`src/verilog/aas_cfg.svh`:
```
// Register map, field positions and reset values of the averaging sequencer
`ifndef AAS_CFG_SVH
`define AAS_CFG_SVH

// ==========================================================================
// Register offsets (byte addresses)
`define AAS_OFF_CTRL    8'h00
`define AAS_OFF_CFG     8'h04
`define AAS_OFF_STAT    8'h08
`define AAS_OFF_MASK    8'h0C
`define AAS_OFF_RESULT  8'h10
`define AAS_OFF_CHAN    8'h14

// ==========================================================================
// Control register bits
`define AAS_CTRL_EN     0
`define AAS_CTRL_START  1
`define AAS_CTRL_FREE   2
`define AAS_CTRL_SCAN   3
`define AAS_CTRL_UNS    4
`define AAS_CTRL_EVT    5

// ==========================================================================
// Configuration register fields (log2 of sample count, scan first/last)
`define AAS_CFG_AVG_LSB   0
`define AAS_CFG_FIRST_LSB 4
`define AAS_CFG_LAST_LSB  8

// ==========================================================================
// Status / mask bits
`define AAS_STAT_DONE   0
`define AAS_STAT_STOP   1
`define AAS_STAT_BUSY   8

// ==========================================================================
// Reset values
`define AAS_CTRL_RST    6'h00
`define AAS_CFG_RST     3'h0
`define AAS_MASK_RST    2'h0

`endif

```
`src/verilog/aas_pkg.sv`:
```
// Shared types of the averaging sequencer
package aas_pkg;

  // ========================================================================
  // Sequencer states
  typedef enum logic [1:0] {
    AAS_IDLE,
    AAS_REQ,
    AAS_WAIT,
    AAS_FIN
  } aas_state_e;

endpackage

```
`src/verilog/aas_accum.sv`:
```
// Sample accumulator with averaging shift
`timescale 1ns/1ps
module aas_accum #(
  parameter int DW     = 12,
  parameter int LOGN_W = 3
) (
  // Clock and reset
  input  wire logic              i_clk,
  input  wire logic              i_rst,
  // Control
  input  wire logic              i_clear,
  input  wire logic              i_add,
  input  wire logic              i_uns,
  input  wire logic [LOGN_W-1:0] i_shift,
  // Data
  input  wire logic [DW-1:0]     i_sample,
  output logic      [DW-1:0]     o_avg
);

  localparam int ACC_W = DW + (2**LOGN_W) - 1;

  typedef struct packed {
    logic [ACC_W-1:0] acc;
  } aas_accum_s;

  aas_accum_s s;
  aas_accum_s next_s;
  logic [ACC_W-1:0] ext;
  logic [ACC_W-1:0] shifted;

  // ========================================================================
  // Accumulate
  always_comb begin
    next_s = s;
    ext = i_uns ? {{(ACC_W-DW){1'b0}}, i_sample}
                : {{(ACC_W-DW){i_sample[DW-1]}}, i_sample};
    if (i_clear) begin
      next_s.acc = '0;
    end else if (i_add) begin
      next_s.acc = s.acc + ext;
    end
    // Unsigned sums shift in zeros, signed sums keep their sign
    if (i_uns) begin
      shifted = s.acc >> i_shift;
    end else begin
      shifted = $unsigned($signed(s.acc) >>> i_shift);
    end
    o_avg = shifted[DW-1:0];
  end

  always_ff @(posedge i_clk) begin
    if (i_rst) begin
      s <= '0;
    end else begin
      s <= next_s;
    end
  end

  // ========================================================================
  // Checks
  a_uns_zero_fill: assert property (@(posedge i_clk) disable iff (i_rst)
    (i_uns && i_shift != '0) |-> !shifted[ACC_W-1])
    else $error("unsigned shift filled top bit with one");

endmodule

```
`src/verilog/aas_seq.sv`:
```
// Averaging sequencer: APB registers, trigger, scan and interrupt control
//
// Design decisions made here: the address map and the APB slave port.
`timescale 1ns/1ps
`include "aas_cfg.svh"
module aas_seq #(
  parameter int DW     = 12,
  parameter int CH_W   = 4,
  parameter int LOGN_W = 3
) (
  // Clock and reset
  input  wire logic            i_clk,
  input  wire logic            i_rst,
  // APB slave
  input  wire logic            i_psel,
  input  wire logic            i_penable,
  input  wire logic            i_pwrite,
  input  wire logic [7:0]      i_paddr,
  input  wire logic [31:0]     i_pwdata,
  output logic      [31:0]     o_prdata,
  output logic                 o_pready,
  output logic                 o_pslverr,
  // Event trigger
  input  wire logic            i_event,
  // Sampling core
  output logic                 o_conv_req,
  output logic      [CH_W-1:0] o_conv_chan,
  input  wire logic            i_conv_done,
  input  wire logic [DW-1:0]   i_conv_data,
  // Interrupt
  output logic                 o_irq
);

  typedef struct packed {
    aas_pkg::aas_state_e fsm;
    logic                ctrl_en;
    logic                ctrl_free;
    logic                ctrl_scan;
    logic                ctrl_uns;
    logic                ctrl_evt;
    logic                start;
    logic                free_job;
    logic [LOGN_W-1:0]   cfg_avg;
    logic [CH_W-1:0]     cfg_first;
    logic [CH_W-1:0]     cfg_last;
    logic                stat_done;
    logic                stat_stop;
    logic [1:0]          mask;
    logic [7:0]          cnt;
    logic [CH_W-1:0]     chan;
    logic [DW-1:0]       result;
    logic [31:0]         prdata;
  } aas_seq_s;

  aas_seq_s        s;
  aas_seq_s        next_s;
  logic            acc_clear;
  logic            acc_add;
  logic [DW-1:0]   avg;
  logic            set_done;
  logic            set_stop;
  logic            setup;
  logic            wr;
  logic            wr_ctrl;
  logic            wr_cfg;
  logic            addr_ok;
  logic            trig;
  logic            abort_free;
  logic [7:0]      last_cnt;
  logic [CH_W-1:0] chan_step;

  // ========================================================================
  // Accumulator
  aas_accum #(
    .DW     (DW),
    .LOGN_W (LOGN_W)
  ) aas_accum_i (
    .i_clk    (i_clk),
    .i_rst    (i_rst),
    .i_clear  (acc_clear),
    .i_add    (acc_add),
    .i_uns    (s.ctrl_uns),
    .i_shift  (s.cfg_avg),
    .i_sample (i_conv_data),
    .o_avg    (avg)
  );

  // ========================================================================
  // Bus decode
  always_comb begin
    setup   = i_psel & ~i_penable;
    wr      = i_psel & i_penable & i_pwrite;
    wr_ctrl = wr & (i_paddr == `AAS_OFF_CTRL);
    wr_cfg  = wr & (i_paddr == `AAS_OFF_CFG);
    unique case (i_paddr)
      `AAS_OFF_CTRL, `AAS_OFF_CFG, `AAS_OFF_STAT,
      `AAS_OFF_MASK, `AAS_OFF_RESULT, `AAS_OFF_CHAN: addr_ok = 1'b1;
      default: addr_ok = 1'b0;
    endcase
  end

  assign o_pready    = 1'b1;
  assign o_pslverr   = i_psel & i_penable & ~addr_ok;
  assign o_prdata    = s.prdata;
  assign o_conv_req  = (s.fsm == aas_pkg::AAS_REQ);
  assign o_conv_chan = s.chan;
  assign o_irq       = (s.stat_done & s.mask[0]) | (s.stat_stop & s.mask[1]);

  // ========================================================================
  // Sequencer
  always_comb begin
    next_s     = s;
    acc_clear  = 1'b0;
    acc_add    = 1'b0;
    set_done   = 1'b0;
    set_stop   = 1'b0;
    last_cnt   = (8'h01 << s.cfg_avg) - 8'h01;
    chan_step  = (s.chan == s.cfg_last) ? s.cfg_first : s.chan + {{(CH_W-1){1'b0}}, 1'b1};
    // Any one of these launches a whole average of N samples
    trig       = s.start | (s.ctrl_evt & i_event) | s.ctrl_free;
    abort_free = s.free_job & ~s.ctrl_free;

    if (!s.ctrl_en) begin
      // Disabling flushes partial samples left behind by a stop
      next_s.fsm      = aas_pkg::AAS_IDLE;
      next_s.cnt      = 8'h00;
      next_s.free_job = 1'b0;
      acc_clear       = 1'b1;
    end else if (s.fsm != aas_pkg::AAS_IDLE && abort_free) begin
      // Stop at once; the accumulator keeps what it has
      next_s.fsm      = aas_pkg::AAS_IDLE;
      next_s.cnt      = 8'h00;
      next_s.free_job = 1'b0;
      set_stop        = 1'b1;
    end else begin
      unique case (s.fsm)
        aas_pkg::AAS_IDLE: begin
          if (trig) begin
            next_s.fsm      = aas_pkg::AAS_REQ;
            next_s.start    = 1'b0;
            next_s.free_job = s.ctrl_free & ~s.start;
            next_s.cnt      = 8'h00;
            acc_clear       = 1'b1;
          end
        end
        aas_pkg::AAS_REQ: begin
          next_s.fsm = aas_pkg::AAS_WAIT;
        end
        aas_pkg::AAS_WAIT: begin
          if (i_conv_done) begin
            acc_add = 1'b1;
            if (s.cnt == last_cnt) begin
              next_s.fsm = aas_pkg::AAS_FIN;
            end else begin
              // Next sample needs no new trigger
              next_s.cnt = s.cnt + 8'h01;
              next_s.fsm = aas_pkg::AAS_REQ;
            end
          end
        end
        aas_pkg::AAS_FIN: begin
          next_s.result = avg;
          next_s.cnt    = 8'h00;
          set_done      = 1'b1;
          if (s.ctrl_scan) begin
            next_s.chan = chan_step;
          end
          // Free-run goes straight into the next average
          if (s.free_job) begin
            next_s.fsm = aas_pkg::AAS_REQ;
            acc_clear  = 1'b1;
          end else begin
            next_s.fsm = aas_pkg::AAS_IDLE;
          end
        end
      endcase
    end

    // Register writes
    if (wr_ctrl) begin
      next_s.ctrl_en   = i_pwdata[`AAS_CTRL_EN];
      next_s.ctrl_free = i_pwdata[`AAS_CTRL_FREE];
      next_s.ctrl_scan = i_pwdata[`AAS_CTRL_SCAN];
      next_s.ctrl_uns  = i_pwdata[`AAS_CTRL_UNS];
      next_s.ctrl_evt  = i_pwdata[`AAS_CTRL_EVT];
      if (i_pwdata[`AAS_CTRL_START]) begin
        next_s.start = 1'b1;
      end
    end
    if (wr_cfg) begin
      next_s.cfg_avg   = i_pwdata[`AAS_CFG_AVG_LSB +: LOGN_W];
      next_s.cfg_first = i_pwdata[`AAS_CFG_FIRST_LSB +: CH_W];
      next_s.cfg_last  = i_pwdata[`AAS_CFG_LAST_LSB +: CH_W];
      next_s.chan      = i_pwdata[`AAS_CFG_FIRST_LSB +: CH_W];
    end
    // Status bits clear on a written one
    if (wr && i_paddr == `AAS_OFF_STAT) begin
      next_s.stat_done = s.stat_done & ~i_pwdata[`AAS_STAT_DONE];
      next_s.stat_stop = s.stat_stop & ~i_pwdata[`AAS_STAT_STOP];
    end
    if (wr && i_paddr == `AAS_OFF_MASK) begin
      next_s.mask = {i_pwdata[`AAS_STAT_STOP], i_pwdata[`AAS_STAT_DONE]};
    end

    // Hardware set wins over a clear in the same cycle
    if (set_done) begin
      next_s.stat_done = 1'b1;
    end
    if (set_stop) begin
      next_s.stat_stop = 1'b1;
    end

    // Read data is captured in the setup cycle
    if (setup && !i_pwrite) begin
      unique case (i_paddr)
        `AAS_OFF_CTRL: begin
          next_s.prdata = 32'h0000_0000;
          next_s.prdata[`AAS_CTRL_EN]    = s.ctrl_en;
          next_s.prdata[`AAS_CTRL_START] = s.start;
          next_s.prdata[`AAS_CTRL_FREE]  = s.ctrl_free;
          next_s.prdata[`AAS_CTRL_SCAN]  = s.ctrl_scan;
          next_s.prdata[`AAS_CTRL_UNS]   = s.ctrl_uns;
          next_s.prdata[`AAS_CTRL_EVT]   = s.ctrl_evt;
        end
        `AAS_OFF_CFG: begin
          next_s.prdata = 32'h0000_0000;
          next_s.prdata[`AAS_CFG_AVG_LSB +: LOGN_W] = s.cfg_avg;
          next_s.prdata[`AAS_CFG_FIRST_LSB +: CH_W] = s.cfg_first;
          next_s.prdata[`AAS_CFG_LAST_LSB +: CH_W]  = s.cfg_last;
        end
        `AAS_OFF_STAT: begin
          next_s.prdata = 32'h0000_0000;
          next_s.prdata[`AAS_STAT_DONE] = s.stat_done;
          next_s.prdata[`AAS_STAT_STOP] = s.stat_stop;
          next_s.prdata[`AAS_STAT_BUSY] = (s.fsm != aas_pkg::AAS_IDLE);
        end
        `AAS_OFF_MASK: begin
          next_s.prdata = 32'h0000_0000;
          next_s.prdata[`AAS_STAT_DONE] = s.mask[0];
          next_s.prdata[`AAS_STAT_STOP] = s.mask[1];
        end
        `AAS_OFF_RESULT: begin
          next_s.prdata = {{(32-DW){1'b0}}, s.result};
        end
        `AAS_OFF_CHAN: begin
          next_s.prdata = {{(32-CH_W){1'b0}}, s.chan};
        end
        default: begin
          next_s.prdata = 32'h0000_0000;
        end
      endcase
    end
  end

  always_ff @(posedge i_clk) begin
    if (i_rst) begin
      s           <= '0;
      s.fsm       <= aas_pkg::AAS_IDLE;
      // Reset values come from the configuration header
      s.ctrl_en   <= 1'(`AAS_CTRL_RST >> `AAS_CTRL_EN);
      s.cfg_avg   <= LOGN_W'(`AAS_CFG_RST);
      s.mask      <= `AAS_MASK_RST;
    end else begin
      s <= next_s;
    end
  end

  // ========================================================================
  // Checks
  a_start_self_clear: assert property (@(posedge i_clk) disable iff (i_rst)
    (s.fsm == aas_pkg::AAS_IDLE && s.start && s.ctrl_en && !wr_ctrl)
      |=> (!s.start && s.fsm == aas_pkg::AAS_REQ))
    else $error("start bit not cleared when taken");

  a_sample_no_trig: assert property (@(posedge i_clk) disable iff (i_rst)
    (s.fsm == aas_pkg::AAS_WAIT && i_conv_done && s.cnt != last_cnt
      && s.ctrl_en && !abort_free)
      |=> (s.fsm == aas_pkg::AAS_REQ && s.cnt == $past(s.cnt) + 8'h01))
    else $error("next sample not requested without trigger");

  a_event_launch: assert property (@(posedge i_clk) disable iff (i_rst)
    (s.fsm == aas_pkg::AAS_IDLE && s.ctrl_en && s.ctrl_evt && i_event)
      |=> s.fsm == aas_pkg::AAS_REQ ##1 s.fsm == aas_pkg::AAS_WAIT)
    else $error("event did not launch averaging");

  a_done_flag_set: assert property (@(posedge i_clk) disable iff (i_rst)
    (s.fsm == aas_pkg::AAS_FIN && s.ctrl_en && !abort_free)
      |=> (s.stat_done && s.result == $past(avg)))
    else $error("done flag or result missing after average");

  a_irq_follow: assert property (@(posedge i_clk) disable iff (i_rst)
    (s.fsm == aas_pkg::AAS_FIN && s.ctrl_en && !abort_free && s.mask[0])
      |=> o_irq)
    else $error("interrupt not raised after final average");

  a_scan_hold: assert property (@(posedge i_clk) disable iff (i_rst)
    (s.fsm != aas_pkg::AAS_FIN && !wr_cfg) |=> $stable(s.chan))
    else $error("channel moved before average completed");

  a_scan_step: assert property (@(posedge i_clk) disable iff (i_rst)
    (s.fsm == aas_pkg::AAS_FIN && s.ctrl_en && s.ctrl_scan && !abort_free
      && !wr_cfg && s.chan != s.cfg_last)
      |=> s.chan == CH_W'($past(s.chan) + 1'b1))
    else $error("channel did not advance after average");

  a_free_stop: assert property (@(posedge i_clk) disable iff (i_rst)
    (s.fsm != aas_pkg::AAS_IDLE && s.ctrl_en && abort_free)
      |=> (s.fsm == aas_pkg::AAS_IDLE && s.stat_stop) [*2])
    else $error("free-run averaging not stopped at once");

  // Further pacing, hold and flush checks
  a_req_one_cycle: assert property (@(posedge i_clk) disable iff (i_rst)
    o_conv_req |=> !o_conv_req)
    else $error("conversion request held for more than one cycle");

  a_busy_no_retrig: assert property (@(posedge i_clk) disable iff (i_rst)
    (s.fsm == aas_pkg::AAS_WAIT && s.ctrl_en && !abort_free && !i_conv_done)
      |=> s.fsm == aas_pkg::AAS_WAIT)
    else $error("sample wait left without an answer");

  a_result_hold: assert property (@(posedge i_clk) disable iff (i_rst)
    (s.fsm != aas_pkg::AAS_FIN) |=> $stable(s.result))
    else $error("result changed before average completed");

  a_scan_off_hold: assert property (@(posedge i_clk) disable iff (i_rst)
    (s.fsm == aas_pkg::AAS_FIN && !s.ctrl_scan && !wr_cfg)
      |=> $stable(s.chan))
    else $error("channel moved with scan disabled");

  a_stop_keeps_acc: assert property (@(posedge i_clk) disable iff (i_rst)
    (s.fsm != aas_pkg::AAS_IDLE && s.ctrl_en && abort_free) |-> !acc_clear)
    else $error("free-run stop flushed the accumulator");

endmodule

```
`config.mk`:
```
export PLATFORM = sky130hd
export DESIGN_NAME = aas_seq
export DESIGN_NICKNAME = d
export VERILOG_FILES = /design/src/verilog/aas_pkg.sv /design/src/verilog/aas_accum.sv /design/src/verilog/aas_seq.sv
export VERILOG_INCLUDE_DIRS = /design/src /design/src/verilog
export SDC_FILE = /design/constraint.sdc
export NUM_CORES = 1
export LEC_CHECK = 0
export ABC_CLOCK_PERIOD_IN_PS = 3700
export BUFFER_PORTS_ARGS = -buffer_cell sky130_fd_sc_hd__buf_2
export CORE_MARGIN = 2
export CORE_UTILIZATION = 57
export DETAILED_ROUTE_END_ITERATION = 8
export PLACE_DENSITY_LB_ADDON = 0.25
export SYNTH_ARGS = -nofsm -noshare
export SYNTH_HDL_FRONTEND = slang
export SYNTH_SLANG_ARGS = --single-unit
```
`constraint.sdc`:
```
create_clock -name i_clk -period 3.7 [get_ports i_clk]
set_input_delay 0 -clock i_clk [delete_from_list [all_inputs] [get_ports i_clk]]
set_output_delay 0 -clock i_clk [all_outputs]
set_load 0.01 [all_outputs]
```
After elaboration in Yosys (flattened, before gate mapping)
Index checks and enable logic that the tools add are counted.

storage, ports and cells
  input bits = 59
  logic and storage cells = 128
  output and inout port bits = 40
  register bits = 99

operators by class
  shift-type cells = 3
  bitwise logic cells = 24
  muxes and demuxes = 42
  add/sub/neg operators = 4
  equal/unequal tests = 14
  reduce and logical (&&, ||, !) cells = 22

operators with widths
  operator                                                          count
  12-bit case mux with 6 select lines                               1
  16-bit two-way mux                                                3
  8-bit two-way mux                                                 3
  8-bit case mux with 3 select lines                                1
  1-bit two-way mux                                                 21
  19-bit adder                                                      1
  19-bit two-way mux                                                1
  19-bit by 3-bit >> shifter with 12-bit output                     1
  19-bit by 3-bit >>> shifter with 12-bit output                    1
  8-bit by 4-bit == test with 1-bit output (second input constant)  2
  8-bit by 5-bit == test with 1-bit output (second input constant)  2
  1-bit bitwise AND                                                 13
  12-bit two-way mux                                                1
  2-bit two-way mux                                                 6
  4-bit two-way mux                                                 3
  2-bit nonzero test                                                6
  8-bit by 1-bit adder with 8-bit output (second input constant)    1
  8-bit by 3-bit == test with 1-bit output (second input constant)  1
  8-bit == test                                                     1
  8-bit logical NOT                                                 1
  2-bit inequality test (second input constant)                     4
  1-bit inverter                                                    8
  2-bit case mux with 4 select lines                                1
  4-bit AND reduction                                               2
  17 further kinds                                                  24

Logic depth before layout (Yosys ltp)
Gate-level depths: netlist of run 1.

  word-level depth = 9
  gate-level depth with buffers = 13
  depth with buffers taken out = 10

Modules after synthesis
From an unflattened synthesis of run 1, not the netlist that was laid out.

unflattened totals
  cells, all modules = 672
  area total of the unflattened synthesis = 5566.6 sq um

modules (own cells, without submodules)
  module     area an instance (sq um)  seq. area each (sq um)  times used  cells each
  aas_seq    3345.7                    1201.2                  1           402
  aas_accum  2220.9                    380.4                   1           270

Least setup slack after synthesis of run 1
OpenSTA, ideal clock, no wires.

  path type = register -> register
  start point = register s[69] (netlist name)
  end point = register s[51] (netlist name)
  data required time = 3571 ps
  data arrival time = 2770 ps
  cell stages (with the launch flop) = 13
  path buffers = 3
  slack = 801 ps
  library setup time = 129 ps
  period minus slack after synthesis = 2899 ps
  cells stage by stage = dfxtp_1 > buf_4 > buf_1 > or3_1 > ha_1 > buf_2 > xnor2_1 > a311o_1 > a221oi_4 > a31oi_4 > nand3_1 > xor2_1 > nor2_1

on the way
  cells in the longest elaborated chain, start to end = 5

ends and longest elaborated chain
  what                                         RTL line        RTL
  from (decl)                                  aas_seq.sv:55   aas_seq_s s;
  from (signal assigned)                       aas_seq.sv:264  s <= next_s;
  1-bit by 3-bit left shift with 8-bit output  aas_seq.sv:117  last_cnt = (8'h01 << s.cfg_avg) - 8'h01;
  8-bit by 1-bit subtractor with 8-bit output  aas_seq.sv:117
  8-bit == test                                aas_seq.sv:152  if (s.cnt == last_cnt) begin
  2-bit inequality test (no line)              --
  4-bit AND reduction (no line)                --

No other way between the ends.
A chain may end at the register's enable or synchronous reset.

Final worst setup path of run 1
  start point = register s[70] (netlist name)
  end point = register s[51] (netlist name)

The elaborated chain is that of the path after synthesis.

==> impl_results.md, run 1 <==
- Total wire length: 12600 um
- CP max-delay cell: dfxtp_1
- Max FO, Critical Path: 15
- Resized cells post-CTS: 0
- Fin crit share: 0.770
- Worst Path Arrival: 3100 ps
- Startpoint Class: flip-flop
- RSZ-0062 raised after global routing: false
- Count of final setup violators: 0
- CTS Sinks: 79
- CP Class: flip-flop to flip-flop
- Largest net degree at the start of global routing: 52
- Layout area overhead: 8.76%
- Number of global-route vias before repair: 4605
- TritonRoute pass-1 iters: 4
- Worst slew pin tran: 917 ps
- Row count: 35
- Cell family with most CP delay: compound AO/OA/AOI/OAI gates
- Rel. slew slack: 0.388
- Filler cell count in the final layout: 807
- Clock skew: 15.8 ps
- Hpwl dp: 9250 um
- Skew-Pair Late Insertion Delay: 370 ps
- Sequential area share after synthesis: 0.288
- Synth cell types: 71
- First-pass GRT wire length: 21400 um
- Final Hold Violating Endpoints: 0
- Final ANT Viol Nets: 0
- Pwr Density: 278 nW/um2
- Post-CTS Hold Buffers: 12
- FMAX: 351 MHz
- Max clock buf depth: 2
- IO Port Bufs: 57
- CP bufs+invs: 1
- Finished Layout Cells: 826
- Total gr overflow: 0
- Core area: 9280 um2
- Drt drc: 0
- Critical path cell sequence: buf_4 > nor2_1 > nand2_1 > ha_1 > nor3b_1 > a22oi_1 > a221oi_4 > a31oi_4 > nand3_1 > xor2_1 > nor2_1
- Mean Syn Cell Area: 8.37 um2
- Syn. warnings: 0
- Netlist Area Pre-Place: 5490 um2
- Crit path launch: s[70]
- Reg area: 1580 um2
- Setup TNS: 0 ps
- Number of CTS-inserted buffers: 9
- Max-Cap Viols: 0
- Maximum vdd ir drop: 158 uV
- Total GRT Usage: 0.254
- Initial antenna violation count: 0
- Placed Cells incl. Taps: 798
- Post-DR wirelength/cell: 15.2 um
- Die X: 102 um
- Die area: 10400 um2
- Initial Util: 0.591
- Worst Hold Class: primary input to flip-flop
- Crit-path most repeated cell: nor2_1
- Synth Flop Type: dfxtp_1
- H-tree levels: 3
- Vias per cell: 5.90
- Setup bufs post-CTS: 0
- Multi-input gate area: 3490 um2
- Io pins: 99
- Status: complete, no violations
- Share of layout cells above drive strength 1: 0.161
- Clk pin slew, worst setup/hold paths: 90 ps
- FF-to-FF path depth: 11
- Worst Path Required: 3950 ps
- Worst Setup EP: s[51]
- Via count: 4870
- Gpl congestion: 0.920
- Flop and latch count out of synthesis: 79
- Clock root cell: clkbuf_8
- Mapped Cells: 656
- N_diodes: 0
- Lkg Pwr: 2.23 nW
- FFs w/ async S/R, synth: 0
- Reg2reg end: s[51]
- Post-synth EDFFs: 0
- TritonCTS clock tree: done
- Crit. End Element: flip-flop
- Cell count along the critical path: 11
- Initial DRC Count: 298
- Worst reg2reg startpoint: s[70]
- Crit path largest cell delay: 520 ps
- Worst R2R Setup Slack: 850 ps
- Max-slew violation count: 0
- Die Y: 102 um
- Final net count: 777
- Tmin final: 2850 ps
-- cell usage after synthesis (7+ instances only) --
cell	instances	area share
xnor2_1	12	0.019
nor2_1	73	0.050
clkbuf_1	18	0.012
nand4_1	7	0.0080
a22oi_1	13	0.018
o21ai_0	16	0.015
mux4_2	11	0.045
xor2_1	10	0.016
mux2i_1	40	0.073
a21oi_1	46	0.042
nand3_1	15	0.014
inv_1	13	0.0089
nand2_1	67	0.046
a21o_1	8	0.011
nor2b_1	9	0.010
and3_1	11	0.013
or4_1	7	0.0096
buf_4	38	0.052
a31oi_1	7	0.0080
a211oi_1	23	0.031
dfxtp_1	79	0.29
buf_2	12	0.011
ha_1	25	0.057
nor3_1	7	0.0064
-- state kept, by name, indices dropped and copies added, names as in the netlist --
signal,cells
o_conv_chan,4
aas_accum_i.s,19
o_prdata,12
s,44
-- how the worst min path moves through the flow --
stage	start	to	slack [ps]	cells after the start
after floorplan	i_pwdata[8]	s[60]	140	2
after global placement	i_pwdata[8]	s[60]	250	3
after detailed placement	i_pwdata[11]	s[63]	250	3
after CTS	i_conv_data[0]	aas_accum_i.s[0]	20	4
after global routing	i_conv_data[0]	aas_accum_i.s[0]	40	4
final	i_conv_data[0]	aas_accum_i.s[0]	30	4
-- routing by layer --
metal | vias to the layer above | global-route usage | part of all wire
met4 | 0 | 0.0995 | 0.026
met2 | 140 | 0.409 | 0.46
met3 | 31 | 0.0424 | 0.050
met1 | 2302 | 0.342 | 0.47
met5 | - | 0 | 0
li1 | 2397 | - | -
-- cell usage in the layout (no fill, tap or decap), types with 3 or more instances in the layout --
cell type,synthesis,routed
nand2_1,67,67
nor3_1,7,6
inv_1,13,13
dlygate4sd3_1,0,12
ha_1,25,25
o21ai_1,4,5
a211oi_1,23,23
dfxtp_1,79,79
o21a_1,6,6
a22o_1,6,6
nor2b_1,9,9
nand4_1,7,7
a21o_1,8,8
nor3b_1,4,4
o21ai_0,16,15
a31oi_1,7,7
o211ai_1,4,4
nand3_1,15,15
mux4_2,11,11
xnor2_1,12,12
a21oi_1,46,46
inv_6,0,4
nor2_1,73,73
or4_1,7,7
and2_1,5,5
and3_1,11,11
or3_1,5,5
a22oi_1,13,13
nand2b_1,5,5
mux2i_1,40,40
conb_1,2,21
clkbuf_8,0,9
buf_4,38,8
buf_2,12,57
xor2_1,10,10
nor4_1,3,3
-- final cells by class --
cell class	instances	share of cell area
tap	129	0.0270
inverter	15	0.00943
timing repair buffer	77	0.0780
clock buffer	9	0.0208
clock inverter	7	0.0143
sequential	79	0.265
multi-input combinational	510	0.586
-- through the flow --
stage          utilization  power, mW  hold slack, ps  cell area (um2)  setup slack, ps
5_1_grt              0.643       1.72            37.5             5970              597
4_1_cts              0.643       1.67            16.0             5970              867
2_1_floorplan            -      0.949             136             5560              801
3_5_place_dp         0.607      0.968             251             5640              885
3_3_place_gp         0.607      0.964             246             5640             1010
6_report             0.643       1.66            32.4             5970              851
-- where the power goes --
group / switching (mW) / total [mW] / internal [mW]
Sequential: 0.000126 / 0.850 / 0.849
Clock: 0.372 / 0.699 / 0.327
Combinational: 0.0657 / 0.109 / 0.0433
Total: 0.438 / 1.66 / 1.22
-- worst register-to-register path: stages, from the launching register on --
cell and delay, ps:
dfxtp_1 520, buf_4 290, nor2_1 70, nand2_1 70, ha_1 300, nor3b_1 360
a22oi_1 200, a221oi_4 360, a31oi_4 180, nand3_1 170, xor2_1 160, nor2_1 50
-- cell families (layout without fill, tap and decap cells) --
family	Yosys count	in the layout	share of synthesized area
adder cells (fa/ha/maj)	26	26	0.0606
flip-flops	79	79	0.288
AO/OA/AOI/OAI	159	159	0.204
XOR/XNOR	22	22	0.0351
multiplexers	51	51	0.118
other	2	21	0.00137
AND/OR/NAND/NOR	231	231	0.203
buffers and inverters	86	108	0.0889
Note: power is estimated with default switching activity, not from simulation.
==> run 2: changes to the inputs <==
ABC_AREA = 1   (was not set)
ABC_CLOCK_PERIOD_IN_PS = 2800   (was 3700)
clock period = 2.8 ns   (was 3.7 ns; I/O delays follow)
==> impl_results.md, run 2 <==
- Max reg flops: 44
- Commonest non-fill, non-tap cells in the layout: nand2_1 (233), inv_1 (94), dfxtp_1 (79)
- Total wire length: 13900 um
- Max FO, Critical Path: 12
- Comb power frac: 0.066
- Sequential area share after synthesis: 0.280
- Number of CTS-inserted buffers: 9
- Cell family with most CP delay: simple AND/OR/NAND/NOR gates
- Initial DRC Count: 325
- Startpoint Class: flip-flop
- Total power: 2.31 mW
- Initial antenna violation count: 0
- FMAX: 440 MHz
- Post-DR wirelength/cell: 13.2 um
- Hpwl dp: 10500 um
- Via count: 5591
- Synth Flop Type: dfxtp_1
- Most flops, register: s
- CP Class: flip-flop to flip-flop
- Row count: 36
- N_diodes: 0
- Final net count: 1003
- Layout area overhead: 9.47%
- Commonest non-fill, non-tap cell in the layout: nand2_1
- Setup TNS: 0 ps
- Die Y: 104 um
- Crit-path most repeated cell: nand2_1
- Netlist Area Pre-Place: 5650 um2
- Max-Cap Viols: 0
- Rel. slew slack: 0.558
- Number of global-route vias before repair: 5107
- Crit path largest cell delay: 370 ps
- Pwr Density: 374 nW/um2
- Synth cell types: 42
- Core area: 9680 um2
- Share of layout cells above drive strength 1: 0.122
- Total GRT Usage: 0.267
- Syn. warnings: 0
- H-tree levels: 3
- Pint: 1.78 mW
- Mean Syn Cell Area: 6.47 um2
- Die X: 104 um
- Most common cell in the netlist: nand2_1
- Clk network pwr share: 0.448
- Final ANT Viol Nets: 0
- Io pins: 99
- Clk pin slew, worst setup/hold paths: 90 ps
- CTS Sinks: 79
- Final Hold Violating Endpoints: 0
- Critical path cell sequence: inv_1 > nor2_1 > nand2_1 > ha_1 > xnor2_1 > nand2_1 > nand2_1 > nand2_1 > nor2_4 > nand2_4 > nand3_4 > nand2_1 > a21oi_1
- Most frequent cells after synthesis: nand2_1 (233), inv_1 (94), dfxtp_1 (79), a21oi_1 (76), o21ai_0 (66)
- RSZ-0062 raised after global routing: false
- WHS: 31.3 ps
- Top post-synthesis cells by area: dfxtp_1 (28%), nand2_1 (15%), a21oi_1 (6.7%)
- Die area: 10700 um2
- Initial Util: 0.584
- Place WS: 601 ps
- CP bufs+invs: 1
- Max clock buf depth: 2
- CP max-delay cell: nor2_1
- Worst Path Arrival: 2560 ps
- Fin crit share: 0.812
- Skew-Pair Late Insertion Delay: 360 ps
- Vias per cell: 5.29
- Switching pwr: 535 uW
- Tmin final: 2270 ps
- PnR worst setup slack: 526 ps
- TritonCTS clock tree: done
- Power share of the sequential group: 0.486
- Status: complete, no violations
- Worst Path Required: 3090 ps
- Sw Share: 0.231
- IO Port Bufs: 57
- Setup bufs post-CTS: 0
- Maximum vdd ir drop: 289 uV
- Worst Hold Class: primary input to flip-flop
- Max-slew violation count: 0
- Count of final setup violators: 0
- Total gr overflow: 0
- TritonRoute pass-1 iters: 5
- Largest net degree at the start of global routing: 29
- First-pass GRT wire length: 23900 um
- Clock root cell: clkbuf_8
- Flop and latch count out of synthesis: 79
- Post-synth EDFFs: 0
- Worst slew pin tran: 662 ps
- Drt drc: 0
- Synth area leader: dfxtp_1
- Synth top area share: 0.280
- Resized cells post-CTS: 0
- Mapped Cells: 874
- Worst R2R Setup Slack: 530 ps
- Lkg Pwr: 2.76 nW
- Clock skew: 15.6 ps
- Crit. End Element: flip-flop
- FFs w/ async S/R, synth: 0
- Gpl congestion: 0.901
[run 2: changes by cell type in the layout (fill, tap and decap cells not counted), moves of 9 or more]
cell | before | now
nand2_1 | 67 | 233
inv_1 | 13 | 94
o21ai_0 | 15 | 66
mux2i_1 | 40 | 0
nand3_1 | 15 | 55
a21oi_1 | 46 | 76
a211oi_1 | 23 | 0
nor2_1 | 73 | 56
a22oi_1 | 13 | 2
and3_1 | 11 | 0
mux4_2 | 11 | 0
nor2b_1 | 9 | 0
[run 2: power by group through the flow]
stage / clock, mW / combinational [mW] / sequential [mW]
after floorplan: 0 / 0.111 / 1.15
after global placement: 0 / 0.136 / 1.15
after detailed placement: 0 / 0.137 / 1.15
after CTS: 1.06 / 0.151 / 1.12
after global routing: 1.10 / 0.171 / 1.13
final: 1.04 / 0.153 / 1.12
[run 2: final cells by class]
type	instances	area (um2)
clock buffer	10	128
clock inverter	6	116
fill	944	3490
inverter	105	394
multi-input combinational	646	3340
sequential	79	1580
tap	133	166
timing repair buffer	77	465
[run 2: final timing paths]
path,startpoint,end,depth (start not counted)
setup reg to reg,s[68],s[51],13
hold / removal,i_conv_data[0],aas_accum_i.s[0],4
hold reg to reg,s[64],s[64],2
setup / recovery,s[68],s[51],13
[run 2: routing by layer]
layer | wire length [um] | up-vias | share of wire | GRT usage
met5 | 0 | - | 0 | 0
met4 | 333 | 0 | 0.024 | 0.0898
met3 | 753 | 27 | 0.054 | 0.0441
met2 | 6120 | 160 | 0.44 | 0.425
met1 | 6720 | 2494 | 0.48 | 0.369
li1 | - | 2910 | - | -
[run 2: repair_timing]
action,CTS,global route
endpoints found under the hold margin,23,0
hold buffers,12,0
endpoints found under the setup margin,0,0
[run 2: cells by family after synthesis]
kind of cell / share of synthesized area
other cells: 0.00133
xor+xnor: 0.0310
buf+inv: 0.143
flops: 0.280
fa+ha+maj: 0.0589
compound gates: 0.191
simple gates: 0.296
[run 2: worst register-to-register path: stages, from the launching register on]
cell and delay, ps:
dfxtp_1 330, inv_1 180, nor2_1 380, nand2_1 120, ha_1 280, xnor2_1 190
nand2_1 80, nand2_1 70, nand2_1 70, nor2_4 100, nand2_4 100, nand3_4 120
nand2_1 70, a21oi_1 120
[run 2: metrics by stage]
step | utilization | instances | cell area [um2]
floorplan | - | 893 | 5730
finish | 0.639 | 1056 | 6190
global placement | 0.602 | 1028 | 5830
detailed placement | 0.602 | 1028 | 5830
global route | 0.639 | 1056 | 6190
CTS | 0.639 | 1056 | 6190
==> run 3: changes to the inputs <==
ABC_CLOCK_PERIOD_IN_PS = 2000   (was 2800)
CORE_UTILIZATION = 52   (was 57)
clock period = 2 ns   (was 2.8 ns; I/O delays follow)
==> impl_results.md, run 3 (synthesized netlist as in run 2, its figures left out) <==
- Startpoint Class: flip-flop
- Max-slew violation count: 0
- Place WS: -56.1 ps
- Largest net degree at the start of global routing: 27
- CTS Sinks: 79
- Critical path cell sequence: inv_1 > ha_1 > inv_2 > nand3_2 > nand2_1 > inv_2 > nand3_2 > inv_2 > nand3_1 > nand2_1 > inv_1
- Max reg flops: 44
- Initial Util: 0.526
- RSZ-0062 raised after global routing: true
- Worst Path Arrival: 2160 ps
- Post-Layout Inst Area: 6460 um2
- FMAX: 528 MHz
- PnR worst setup slack: 107 ps
- TritonRoute pass-1 iters: 6
- Placed Area: 5980 um2
- Die area: 11700 um2
- CP max-delay cell: dfxtp_1
- Clk pin slew, worst setup/hold paths: 80 ps
- Tmin final: 1890 ps
- Pwr Density: 479 nW/um2
- CP Class: flip-flop to flip-flop
- Final net count: 1026
- Layout area overhead: 14.3%
- Final ANT Viol Nets: 0
- Maximum vdd ir drop: 325 uV
- Count of final setup violators: 0
- First-pass GRT wire length: 24400 um
- Commonest non-fill, non-tap cells in the layout: nand2_1 (231), inv_1 (93), dfxtp_1 (76)
- Die X: 108 um
- Die Y: 108 um
- Io pins: 99
- Initial DRC Count: 514
- Total gr overflow: 0
- Clock skew: 13.4 ps
- Crit. End Element: flip-flop
- WHS: 28.1 ps
- Skew-Pair Late Insertion Delay: 370 ps
- Number of global-route vias before repair: 5028
- Total wire length: 14700 um
- IO Port Bufs: 57
- Rel. slew slack: 0.550
- Max-Cap Viols: 0
- Status: complete, no violations
- Drt drc: 0
- Initial antenna violation count: 0
- Most flops, register: s
- Clock root cell: clkbuf_8
- Post-DR wirelength/cell: 13.6 um
- Worst slew pin tran: 675 ps
- Fin crit share: 0.946
- Setup TNS: 0 ps
- Crit path largest cell delay: 340 ps
- Via count: 5701
- Total GRT Usage: 0.263
- H-tree levels: 3
- Hpwl dp: 11200 um
- Share of layout cells above drive strength 1: 0.166
- Crit-path most repeated cell: inv_2
- Worst Hold Class: primary input to flip-flop
- Number of CTS-inserted buffers: 9
- Commonest non-fill, non-tap cell in the layout: nand2_1
- Gpl congestion: 0.933
- Lkg Pwr: 2.85 nW
- Worst Path Required: 2270 ps
- Total power: 3.10 mW
- Max FO, Critical Path: 23
- Core area: 10700 um2
- Final Hold Violating Endpoints: 0
- TritonCTS clock tree: done
- N_diodes: 0
- Vias per cell: 5.26
- Row count: 38
- Max clock buf depth: 2
-- run 3: changes by cell type in the layout (fill, tap and decap cells not counted), moves of 3 or more --
cell and delta:
dfxtp_1 -3, ha_4 +6, nor2_2 +5, a21oi_2 +4, nor2_1 -5, buf_4 +23
a21oi_1 -4, ha_1 -8
-- run 3: layer usage --
metal  up-vias  part of all wire  track usage
met2       168              0.44        0.409
met4         0             0.015       0.0696
met5         -                 0            0
met1      2556              0.47        0.366
li1       2961                 -            -
met3        16             0.067       0.0621
-- run 3: timing repair --
item                                   CTS  global route
buffers inserted                         0             4
pin swaps                                0             5
hold buffers                            12             0
setup endpoints to repair                6            27
resized for setup                        4            31
endpoints found under the hold margin   23             0
-- run 3: area by class of cell --
class	count	area (um2)
Timing Repair Buffer	100	638
Sequential cell	79	1590
Tap cell	140	175
Clock buffer	11	131
Clock inverter	3	68.8
Fill cell	1067	4280
Multi-Input combinational cell	646	3460
Inverter	105	404
-- run 3: through the flow --
step,utilization,std cells
floorplan,-,893
global placement,0.556,1054
detailed placement,0.556,1054
CTS,0.589,1080
global route,0.602,1084
finish,0.602,1084
-- run 3: path summary, 6_finish.rpt --
path	startpoint	end	slack, ps	depth (start not counted)
worst max-delay path	s[79]	aas_accum_i.s[13]	110	11
worst min-delay path	i_conv_data[0]	aas_accum_i.s[0]	30	4
worst max register to register	s[79]	aas_accum_i.s[13]	110	11
worst min register to register	o_prdata[11]	o_prdata[11]	460	2
-- run 3: critical path: cells and delay by family (launching register included) --
kind / cells / cell delay, ps
adders and majority gates: 1 / 260
buffers and inverters: 5 / 650
DFF: 1 / 340
and+or+nand+nor: 5 / 520
-- run 3: power by group --
part | total [mW] | internal (mW) | switching (mW) | leakage (nW)
sequential | 1.57 | 1.57 | 0.000895 | 0.638
clock | 1.29 | 0.695 | 0.593 | 0.0999
combinational | 0.237 | 0.0947 | 0.142 | 2.11
total | 3.10 | 2.36 | 0.736 | 2.85
